===== src/fwsr_pkg.sv =====
/*
 * shared constants for the flash write-status host controller.
 * assumes a 40 MHz system clock and a 16-bit asynchronous NOR flash data bus.
 */
package fwsr_pkg;
    // ***************************************************************
    // timing
    // ***************************************************************
    localparam int CLK_PERIOD_PS = 25000;
    localparam int RD_PULSE_NS = 100;
    localparam int RD_PULSE_CYC = (RD_PULSE_NS * 1000 + CLK_PERIOD_PS - 1) / CLK_PERIOD_PS;
    localparam int WR_PULSE_NS = 75;
    localparam int WR_PULSE_CYC = (WR_PULSE_NS * 1000 + CLK_PERIOD_PS - 1) / CLK_PERIOD_PS;
    localparam int GAP_NS = 50;
    localparam int GAP_CYC = (GAP_NS * 1000 + CLK_PERIOD_PS - 1) / CLK_PERIOD_PS;
    // ***************************************************************
    // register map (word offsets are byte addresses)
    // ***************************************************************
    localparam logic [3:0] REG_CTRL = 4'h0;
    localparam logic [3:0] REG_ADDR = 4'h4;
    localparam logic [3:0] REG_WDATA = 4'h8;
    localparam logic [3:0] REG_STAT = 4'hc;
    // ctrl fields
    localparam int CTRL_GO_BIT = 0;
    localparam int CTRL_WR_BIT = 1;
    localparam int CTRL_POLL_BIT = 2;
    localparam int CTRL_TGL_BIT = 3;
    // status word fields
    localparam int ST_BUSY_BIT = 0;
    localparam int ST_DONE_BIT = 1;
    localparam int ST_FAIL_BIT = 2;
    localparam int ST_RYBY_BIT = 3;
    // flash data bit positions
    localparam int POLL_POS = 7;
    localparam int TGL1_POS = 6;
    localparam int TMO_POS = 5;
    localparam int TGL2_POS = 2;
    localparam logic [15:0] RESET_CMD = 16'h00f0;
    localparam logic [31:0] RST_WORD = 32'h0000_0000;
endpackage


===== src/fwsr_sync.sv =====
/*
 * three-flop synchroniser with agreement qualify for pin inputs.
 * assumes the input is asynchronous to i_clock.
 */
`timescale 1ns/100ps
module fwsr_sync #(
    parameter int W = 1
) (
    // clock and reset
    input wire logic i_clock,
    input wire logic i_arst_n,
    // data
    input wire logic [W-1:0] i_d,
    output logic [W-1:0] o_q
);
    logic [W-1:0] s1_q;
    logic [W-1:0] s2_q;
    logic [W-1:0] s3_q;
    // a zero-width chain has nothing to carry
    if (W < 1) begin : g_bad_width
        $error("fwsr_sync width must be at least one");
    end
    // chain; the accepted value changes only when stages two and three agree
    always_ff @(posedge i_clock or negedge i_arst_n) begin
        if (!i_arst_n) begin
            s1_q <= '0;
            s2_q <= '0;
            s3_q <= '0;
            o_q <= '0;
        end else begin
            s1_q <= i_d;
            s2_q <= s1_q;
            s3_q <= s2_q;
            for (int i = 0; i < W; i++) begin
                if (s2_q[i] == s3_q[i]) begin
                    o_q[i] <= s3_q[i];
                end
            end
        end
    end
endmodule


===== src/fwsr_host.sv =====
/*
 * host-side controller: issues single flash writes and reads, and runs the
 * polling or toggle status procedure after a program/erase command.
 * assumes software issues the command sequence via single writes, then starts a
 * poll at the program address or a sector selected for erasure.
 */
// Chosen here: the Wishbone register port and the placing of the registers.
`timescale 1ns/100ps
// Contract
// - host reads program status at the program address.
// - host reads erase status inside a selected sector.
// - poll bit may flip alone; host takes full data on following reads.
// - host reads twice back to back; unchanged bit means complete.
// - still toggling with timeout flag high: retest, then fail and reset.
// - resuming monitoring restarts toggle detection from the start.
// - polling rechecks poll bit after seeing timeout flag high.
module fwsr_host (
    // clock and reset
    input wire logic I_CLOCK,
    input wire logic I_ARST_N,
    // wishbone slave
    input wire logic I_WB_CYC,
    input wire logic I_WB_STB,
    input wire logic I_WB_WE,
    input wire logic [3:0] I_WB_ADR,
    input wire logic [3:0] I_WB_SEL,
    input wire logic [31:0] I_WB_DAT,
    output logic [31:0] O_WB_DAT,
    output logic O_WB_ACK,
    // flash pins
    output logic [20:0] O_FL_ADDR,
    output logic [15:0] O_FL_DQ_OUT,
    output logic O_FL_DQ_OE,
    input wire logic [15:0] I_FL_DQ_IN,
    output logic O_FL_CE_N,
    output logic O_FL_OE_N,
    output logic O_FL_WE_N,
    input wire logic I_FL_READY_BUSY_N
);
    import fwsr_pkg::*;
    typedef enum {S_IDLE, S_WSTB, S_RSTB, S_GAP, S_EVAL, S_RST} fwsr_state_t;
    // ***************************************************************
    // registers and synchronised pins
    // ***************************************************************
    fwsr_state_t st_q;
    logic [3:0] ctrl_q;
    logic [20:0] addr_q;
    logic [15:0] wdata_q;
    logic [15:0] rdata_q;
    logic busy_q, done_q, fail_q;
    logic [7:0] cnt_q;
    logic [1:0] nrd_q;
    logic tmo_seen_q;
    logic prev_q;
    logic rst_after_q;
    logic [15:0] dq_s;
    logic ryby_s;
    fwsr_sync #(.W(17)) u_sync (
        .i_clock(I_CLOCK),
        .i_arst_n(I_ARST_N),
        .i_d({I_FL_READY_BUSY_N, I_FL_DQ_IN}),
        .o_q({ryby_s, dq_s})
    );
    // bit under test: poll bit for polling mode, else toggle bit one
    function automatic logic test_bit(input logic [15:0] d, input logic poll);
        test_bit = poll ? d[POLL_POS] : d[TGL1_POS];
    endfunction
    wire wb_req = I_WB_CYC && I_WB_STB && !O_WB_ACK;
    wire go_wr = wb_req && I_WB_WE && I_WB_ADR == REG_CTRL && I_WB_SEL[0] && I_WB_DAT[CTRL_GO_BIT] && !busy_q;
    // ***************************************************************
    // wishbone slave, ack one cycle after request
    // ***************************************************************
    always_ff @(posedge I_CLOCK or negedge I_ARST_N) begin
        if (!I_ARST_N) begin
            O_WB_ACK <= 1'b0;
            O_WB_DAT <= RST_WORD;
            ctrl_q <= 4'h0;
            addr_q <= 21'h0;
            wdata_q <= 16'h0;
        end else begin
            O_WB_ACK <= wb_req;
            if (wb_req && I_WB_WE) begin
                case (I_WB_ADR)
                    REG_CTRL: if (I_WB_SEL[0] && !busy_q) ctrl_q <= I_WB_DAT[3:0];
                    REG_ADDR: if (I_WB_SEL == 4'hf) addr_q <= I_WB_DAT[20:0];
                    REG_WDATA: if (I_WB_SEL[1:0] == 2'h3) wdata_q <= I_WB_DAT[15:0];
                    default: ;
                endcase
            end
            case (I_WB_ADR)
                REG_CTRL: O_WB_DAT <= {28'h0, ctrl_q};
                REG_ADDR: O_WB_DAT <= {11'h0, addr_q};
                REG_WDATA: O_WB_DAT <= {16'h0, wdata_q};
                REG_STAT: O_WB_DAT <= {rdata_q, 12'h0, ryby_s, fail_q, done_q, busy_q};
                default: O_WB_DAT <= RST_WORD;
            endcase
        end
    end
    // ***************************************************************
    // bus cycle sequencer and status procedure
    // ***************************************************************
    always_ff @(posedge I_CLOCK or negedge I_ARST_N) begin
        if (!I_ARST_N) begin
            st_q <= S_IDLE;
            busy_q <= 1'b0;
            done_q <= 1'b0;
            fail_q <= 1'b0;
            cnt_q <= 8'h0;
            nrd_q <= 2'h0;
            tmo_seen_q <= 1'b0;
            prev_q <= 1'b0;
            rst_after_q <= 1'b0;
            rdata_q <= 16'h0;
            O_FL_ADDR <= 21'h0;
            O_FL_DQ_OUT <= 16'h0;
            O_FL_DQ_OE <= 1'b0;
            O_FL_CE_N <= 1'b1;
            O_FL_OE_N <= 1'b1;
            O_FL_WE_N <= 1'b1;
        end else begin
            case (st_q)
                S_IDLE: begin
                    if (go_wr) begin
                        busy_q <= 1'b1;
                        done_q <= 1'b0;
                        fail_q <= 1'b0;
                        nrd_q <= 2'h0;
                        tmo_seen_q <= 1'b0;
                        rst_after_q <= 1'b0;
                        O_FL_ADDR <= addr_q;
                        O_FL_CE_N <= 1'b0;
                        cnt_q <= 8'h0;
                        if (I_WB_DAT[CTRL_WR_BIT]) begin
                            O_FL_DQ_OUT <= wdata_q;
                            O_FL_DQ_OE <= 1'b1;
                            O_FL_WE_N <= 1'b0;
                            st_q <= S_WSTB;
                        end else begin
                            O_FL_OE_N <= 1'b0;
                            st_q <= S_RSTB;
                        end
                    end
                end
                S_WSTB: begin
                    cnt_q <= cnt_q + 8'h1;
                    if (cnt_q == 8'(WR_PULSE_CYC - 1)) begin
                        O_FL_WE_N <= 1'b1;
                        O_FL_CE_N <= 1'b1;
                        cnt_q <= 8'h0;
                        st_q <= S_GAP;
                    end
                end
                S_RSTB: begin
                    cnt_q <= cnt_q + 8'h1;
                    // sync latency is 4 cycles (three flops and the qualified output); pulse is long enough to cover it
                    if (cnt_q == 8'(RD_PULSE_CYC + 3)) begin
                        rdata_q <= dq_s;
                        O_FL_OE_N <= 1'b1;
                        O_FL_CE_N <= 1'b1;
                        cnt_q <= 8'h0;
                        st_q <= S_EVAL;
                    end
                end
                S_EVAL: begin
                    st_q <= S_GAP;
                    if (!(ctrl_q[CTRL_POLL_BIT] || ctrl_q[CTRL_TGL_BIT]) || rst_after_q) begin
                        done_q <= 1'b1;
                    end else if (ctrl_q[CTRL_POLL_BIT]) begin
                        // done only on match seen in a read; final word read afterward
                        if (rdata_q[POLL_POS] == wdata_q[POLL_POS]) begin
                            if (nrd_q == 2'h2) done_q <= 1'b1;
                            else nrd_q <= 2'h2;
                        end else if (tmo_seen_q) begin
                            fail_q <= 1'b1;
                        end else if (rdata_q[TMO_POS]) begin
                            tmo_seen_q <= 1'b1;
                        end
                    end else begin
                        prev_q <= test_bit(rdata_q, 1'b0);
                        if (nrd_q == 2'h0) begin
                            nrd_q <= 2'h1;
                        end else if (test_bit(rdata_q, 1'b0) == prev_q) begin
                            if (nrd_q == 2'h2) done_q <= 1'b1;
                            else nrd_q <= 2'h2;
                        end else if (tmo_seen_q) begin
                            fail_q <= 1'b1;
                        end else if (rdata_q[TMO_POS]) begin
                            tmo_seen_q <= 1'b1;
                        end
                    end
                end
                S_GAP: begin
                    O_FL_DQ_OE <= 1'b0;
                    cnt_q <= cnt_q + 8'h1;
                    if (cnt_q == 8'(GAP_CYC - 1)) begin
                        cnt_q <= 8'h0;
                        if (fail_q && !rst_after_q) begin
                            st_q <= S_RST;
                        end else if (done_q || !(ctrl_q[CTRL_POLL_BIT] || ctrl_q[CTRL_TGL_BIT])
                                     || ctrl_q[CTRL_WR_BIT] || rst_after_q) begin
                            busy_q <= 1'b0;
                            done_q <= 1'b1;
                            st_q <= S_IDLE;
                        end else begin
                            O_FL_CE_N <= 1'b0;
                            O_FL_OE_N <= 1'b0;
                            st_q <= S_RSTB;
                        end
                    end
                end
                S_RST: begin
                    // failed operation: write reset command, then finish
                    O_FL_DQ_OUT <= RESET_CMD;
                    O_FL_DQ_OE <= 1'b1;
                    O_FL_CE_N <= 1'b0;
                    O_FL_WE_N <= 1'b0;
                    rst_after_q <= 1'b1;
                    st_q <= S_WSTB;
                end
                default: st_q <= S_IDLE;
            endcase
        end
    end
endmodule


===== config.mk =====
export PLATFORM = sky130hd
export DESIGN_NAME = fwsr_host
export DESIGN_NICKNAME = d
export VERILOG_FILES = /design/src/fwsr_pkg.sv /design/src/fwsr_sync.sv /design/src/fwsr_host.sv
export SDC_FILE = /design/constraint.sdc
export NUM_CORES = 1
export LEC_CHECK = 0
export BUFFER_PORTS_ARGS = -buffer_cell sky130_fd_sc_hd__buf_2
export CAP_MARGIN = 20
export CORE_UTILIZATION = 40
export CTS_CLUSTER_DIAMETER = 80
export DETAILED_ROUTE_END_ITERATION = 16
export GPL_TIMING_DRIVEN = 0
export PLACE_DENSITY = 0.64
export SETUP_SLACK_MARGIN = 0.3
export SLEW_MARGIN = 20
export SYNTH_ARGS = -nofsm -noshare
export SYNTH_HDL_FRONTEND = slang
export SYNTH_SLANG_ARGS = --single-unit
export TNS_END_PERCENT = 30

===== constraint.sdc =====
create_clock -name I_CLOCK -period 2.8 [get_ports I_CLOCK]
set_clock_uncertainty 0.15 [all_clocks]
set_input_delay 0.28 -clock I_CLOCK [delete_from_list [all_inputs] [get_ports I_CLOCK]]
set_output_delay 0.28 -clock I_CLOCK [all_outputs]
set_load 0.01 [all_outputs]

---- After elaboration in Yosys (flattened, before gate mapping) ----
Cells that the tools add are included.
word-level totals
  input bits .............................. 62
  output and inout bits ................... 74
  register bits ........................... 247
operators by class
  reductions and logical operators ........ 48
  equality and inequality tests ........... 51
  $add $sub $neg .......................... 1
  bitwise gates (word level) .............. 2
  multiplexer cells ....................... 72
operator list
  kind                                                               count
  32-bit case mux with 6 select lines                                1
  32-bit two-way mux                                                 4
  32-bit case mux with 4 select lines                                1
  32-bit by 2-bit == test with 1-bit output (second input constant)  2
  32-bit by 3-bit == test with 1-bit output (second input constant)  2
  1-bit two-way mux                                                  38
  32-bit by 1-bit == test with 1-bit output (second input constant)  1
  32-bit logical NOT                                                 1
  16-bit two-way mux                                                 2
  8-bit two-way mux                                                  4
  16-bit case mux with 2 select lines                                1
  8-bit case mux with 4 select lines                                 1
  2-bit != test (second input constant)                              10
  1-bit == test                                                      19
  2-bit two-way mux                                                  9
  3-bit AND reduction                                                6
  4-bit != test (second input constant)                              4
  7-bit AND reduction                                                2
  4-bit == test (second input constant)                              3
  3-bit != test (second input constant)                              4
  1-bit case mux with 3 select lines                                 4
  3-bit nonzero test                                                 4
  5-bit AND reduction                                                2
  1-bit logical AND                                                  9
  other kinds (22)                                                   40

---- Logic depth before layout (Yosys ltp) ----
  depth in word-level cells ............... 9
  mapped depth ............................ 8

---- Cells and area by module ----
Synthesis repeated with hierarchy kept, for this count alone.
second synthesis, totals
  cells, all modules ...................... 634
  area, all modules ....................... 8339.2 um^2
modules (own cells, without submodules)
  module     cells an instance  times used  area an instance (um^2)
  fwsr_host  549                1           6446.2
  fwsr_sync  85                 1           1893.1

---- Least setup slack after synthesis ----
Ideal clock, no wire load.
  path type ............................... register to register
  from .................................... register cnt_q[1]
  to ...................................... register cnt_q[4]
  arrival ................................. 1.810 ns
  path buffers ............................ 1
  stages on the path, launching flop included .. 9
  path slack .............................. 0.722 ns
  cells stage by stage .................... dfrtp_1 inv_1 ha_1 nand3b_1 a2111o_1 a21oi_1 buf_2 o21ai_0 a21o_1
on the way
  longest elaborated chain between the ends .. 3
  elaborated cells on any way between the ends .. 8
  classes of those cells .................. add/sub: 1; eq/ne: 3; mux: 4
RTL lines
  element                                                         line                                                  text
  from (decl)                                                     fwsr_host.sv:51                                       logic [7:0] cnt_q;
  from (signal assigned)                                          fwsr_host.sv:145                                      cnt_q <= cnt_q + 8'h1;
  from (signal assigned)                                          fwsr_host.sv:154                                      cnt_q <= cnt_q + 8'h1;
  from (signal assigned)                                          fwsr_host.sv:194                                      cnt_q <= cnt_q + 8'h1;
  8-bit by 1-bit adder with 8-bit output (tied with other cells)  fwsr_host.sv:145, fwsr_host.sv:154, fwsr_host.sv:194
  8-bit two-way mux (on tied branches)                            fwsr_host.sv:195, fwsr_host.sv:146, fwsr_host.sv:156
  8-bit case mux with 4 select lines *                            fwsr_host.sv:121                                      case (st_q)
Every way passes the cells marked *; elsewhere a longest branch is shown, timed or not.
A chain may end at the register's enable or synchronous reset.

---- Worst setup path in the final report ----
  from .................................... input I_WB_CYC
  to ...................................... register wdata_q[6]
on the way
  longest elaborated chain between the ends .. 4
RTL lines
  element                               line             text
  from (decl)                           fwsr_host.sv:22  input wire logic I_WB_CYC,
  1-bit logical AND (2 in series)       fwsr_host.sv:68  wire wb_req = I_WB_CYC && I_WB_STB && !O_WB_ACK;
  via wb_req                            fwsr_host.sv:68
  1-bit logical AND                     fwsr_host.sv:82  if (wb_req && I_WB_WE) begin
  3-bit AND reduction (no source line)  n/a
  to (signal assigned)                  fwsr_host.sv:86  REG_WDATA: if (I_WB_SEL[1:0] == 2'h3) wdata_q <= I_WB_DAT[15:0];
  to (decl)                             fwsr_host.sv:48  logic [15:0] wdata_q;
The timed path passes the listed nets, and every way through them passes these cells.

==> impl_metrics.json <==
{
  "outcome": "complete, no violations",
  "core.rowCount": 52,
  "areaGrowthSynthToFinish_pct": 25.90,
  "final-setup-viol-count": 0,
  "critPathKind": "in -> reg",
  "clk_path_buf_depth": 3,
  "drtIter0Drc": 228,
  "core_area_sq_um": 20360,
  "finalMaxSlewViolations": 0,
  "ioPinCount": 136,
  "fin_area_sq_um": 10520,
  "nFillCells": 1783,
  "pre_cts_slack_ns": 0.1177,
  "finalNonFillerCells": 1112,
  "die_x_um": 146.5,
  "drive_gt1_share_pct": 29.10,
  "cts_tree": "built",
  "drc": 0,
  "numCtsBuffers": 23,
  "clk_pin_slew_worst_paths_ns": 0.06,
  "post_drt_wl_per_cell_um": 16.20,
  "firstDrtPassIters": 4,
  "p_clk_share_pct": 44.8,
  "vias": 5433,
  "gp_congestion": 0.8531,
  "worst_setup_path_end_kind": "flip-flop",
  "synth_nets": 700,
  "leakage_nw": 5.214,
  "maxCapViolCount": 0,
  "grt_pass1_wl_um": 29470,
  "hold_path.class": "in -> reg",
  "synth_warnings": 0,
  "syn_inst": 635,
  "whs_ns": 0.02625,
  "finalCritPeriodShare_pct": 88.93,
  "grt_max_degree": 92,
  "grt_pass1_vias": 5476,
  "ys_types": 61,
  "final_common_cell": "dfrtp_1",
  "power.switching_mw": 1.343,
  "p_per_area_nw_per_um2": 607.3,
  "synth_edf_count": 0,
  "fin_crit_ns": 2.490,
  "io_buffer_count": 123,
  "synthArstFlopShare_pct": 100.0,
  "crit_path_start": "I_WB_CYC",
  "critical_path_required_ns": 3.03,
  "combPwrFrac_pct": 4.0,
  "cts.sinks": 218,
  "chipHeight_um": 146.5,
  "grt-ovfl-total": 0,
  "p_int_mw": 5.043,
  "seq_area_frac_synth_pct": 65.36,
  "ys_seq_elements": 218,
  "power_mw": 6.386,
  "post_cts.repair.setup_buffers": 0,
  "final_cell_mix": "dfrtp_1, buf_2, nand2_1",
  "drtAntennaViolNets": 0,
  "hpwl_um": 12060,
  "tightest_slew_ns": 0.7714,
  "rsz0062_at_grt": "true",
  "antenna_cells": 0,
  "h-tree-depth": 1,
  "setup_tns_ns": 0,
  "pwr-share-seq_pct": 51.2,
  "syn_area_sq_um": 8352,
  "synth_ff_type": "dfrtp_1",
  "min_from": "I_WB_STB",
  "hold_violations": 0,
  "dpl_cell_area_sq_um": 9370,
  "p_sw_share_pct": 21.03,
  "final_util_pct": 51.63,
  "setup_ws_ns": 0.3100,
  "slew_headroom_pct": 48.57,
  "fmax_ghz": 0.4016,
  "routed_wl_um": 18020,
  "start_kind": "input port",
  "initial_core_util_pct": 41.01,
  "clk_latency_ns": 0.50,
  "final_net_count": 892,
  "vdd_drop_max_mv": 0.7479,
  "synth_area_per_cell_sq_um": 13.15,
  "drt-vias-per-instance": 4.886,
  "ctsRootBufferMaster": "clkbuf_16",
  "die_area_sq_um": 21460,
  "arrival_ns": 2.72,
  "path_max_fanout": 10,
  "grt_usage_pct": 17.28,
  "grt_antenna_before_repair": 0,
  "dp_cells": 1030,
  "r2r_start": "O_WB_ACK"
}
-- synth_stat cells, types with 5 or more instances --
library cell,n,share of area [%]
a21oi_1,10,0.60
a22oi_1,12,1.1
and2_1,18,1.3
and3_1,6,0.45
clkbuf_1,18,0.81
dfrtp_1,215,64
inv_1,20,0.90
maj3_1,17,2.0
mux2_2,58,7.8
mux2i_1,18,2.2
nand2_1,93,4.2
nand2b_1,9,0.67
nand3b_1,5,0.45
nor2_1,33,1.5
nor3_1,5,0.30
o21ai_0,13,0.78
-- logic make-up (layout without fill, tap and decap cells) --
kind of cell / after synthesis / after routing / synth area share [%]
AND/OR/NAND/NOR: 197 / 197 / 11.76
AO/OA/AOI/OAI: 66 / 66 / 5.558
multiplexers: 86 / 86 / 12.09
buffers and inverters: 45 / 252 / 2.427
adder cells (fa/ha/maj): 20 / 20 / 2.487
XOR/XNOR: 3 / 3 / 0.3147
flip-flops: 218 / 218 / 65.36
-- final cells by class --
cell class,count,area [sq um],share of cell area [%]
inverters,20,75.07,0.7139
plain buffers,25,131.4,1.249
repair buffers,167,1101,10.47
clock inverters,6,33.78,0.3213
flip-flops and latches,218,5459,51.92
well taps,270,337.8,3.213
multi-input cells,372,2690,25.58
clock buffers,34,686.9,6.533
-- state kept, by name (all words and copies together), names as in the netlist, 2 cells and up --
name and flops:
wdata_q 16, u_sync.s1_q 17, u_sync.s2_q 17, O_FL_ADDR 21
O_FL_DQ_OUT 16, cnt_q 8, ctrl_q 4, O_WB_DAT 32
st_q 3, u_sync.o_q 17, nrd_q 2, u_sync.s3_q 17
rdata_q 16, addr_q 21
-- metal layers --
layer	share of wire (%)	global-route usage, %	up-vias
met2	47	27.69	129
met1	46	24.13	2709
met4	1.8	4.167	0
li1	-	-	2565
met5	0	0	-
met3	4.8	3.531	30
-- power groups by stage --
stage	Sequential (mW)	Clock, mW	Combinational, mW
detailed placement	3.33	0	0.214
global placement	3.33	0	0.199
floorplan	3.32	0	0.0726
CTS	3.27	2.95	0.260
finish	3.27	2.86	0.252
global route	3.28	3.07	0.282
-- final timing paths --
kind | to | slack, ns | cells after the start
setup reg to reg | wdata_q[6] | 0.37 | 5
hold / removal | O_WB_ACK | 0.03 | 2
max in group asynchronous | u_sync.s2_q[4] | 1.64 | 3
hold reg to reg | u_sync.s2_q[1] | 0.20 | 0
min in group asynchronous | O_FL_DQ_OUT[12] | 0.11 | 2
setup / recovery | wdata_q[6] | 0.31 | 7
-- critical path, cell delays in order --
cell,delay [ns]
dlygate4sd3_1,0.53
buf_2,0.12
and3b_1,0.22
and2_1,0.19
nand4_1,0.33
clkbuf_1,0.64
mux2_2,0.41
-- repair_timing --
| action | 4_1_cts | 5_1_grt |
|---|---|---|
| hold buffers | 42 | 0 |
| pin swaps | 0 | 0 |
| hold endpoints to repair | 276 | 0 |
| setup endpoints to repair | 29 | 62 |
| gates resized for setup | 1 | 4 |
Note: power is estimated with default switching activity, not from simulation.
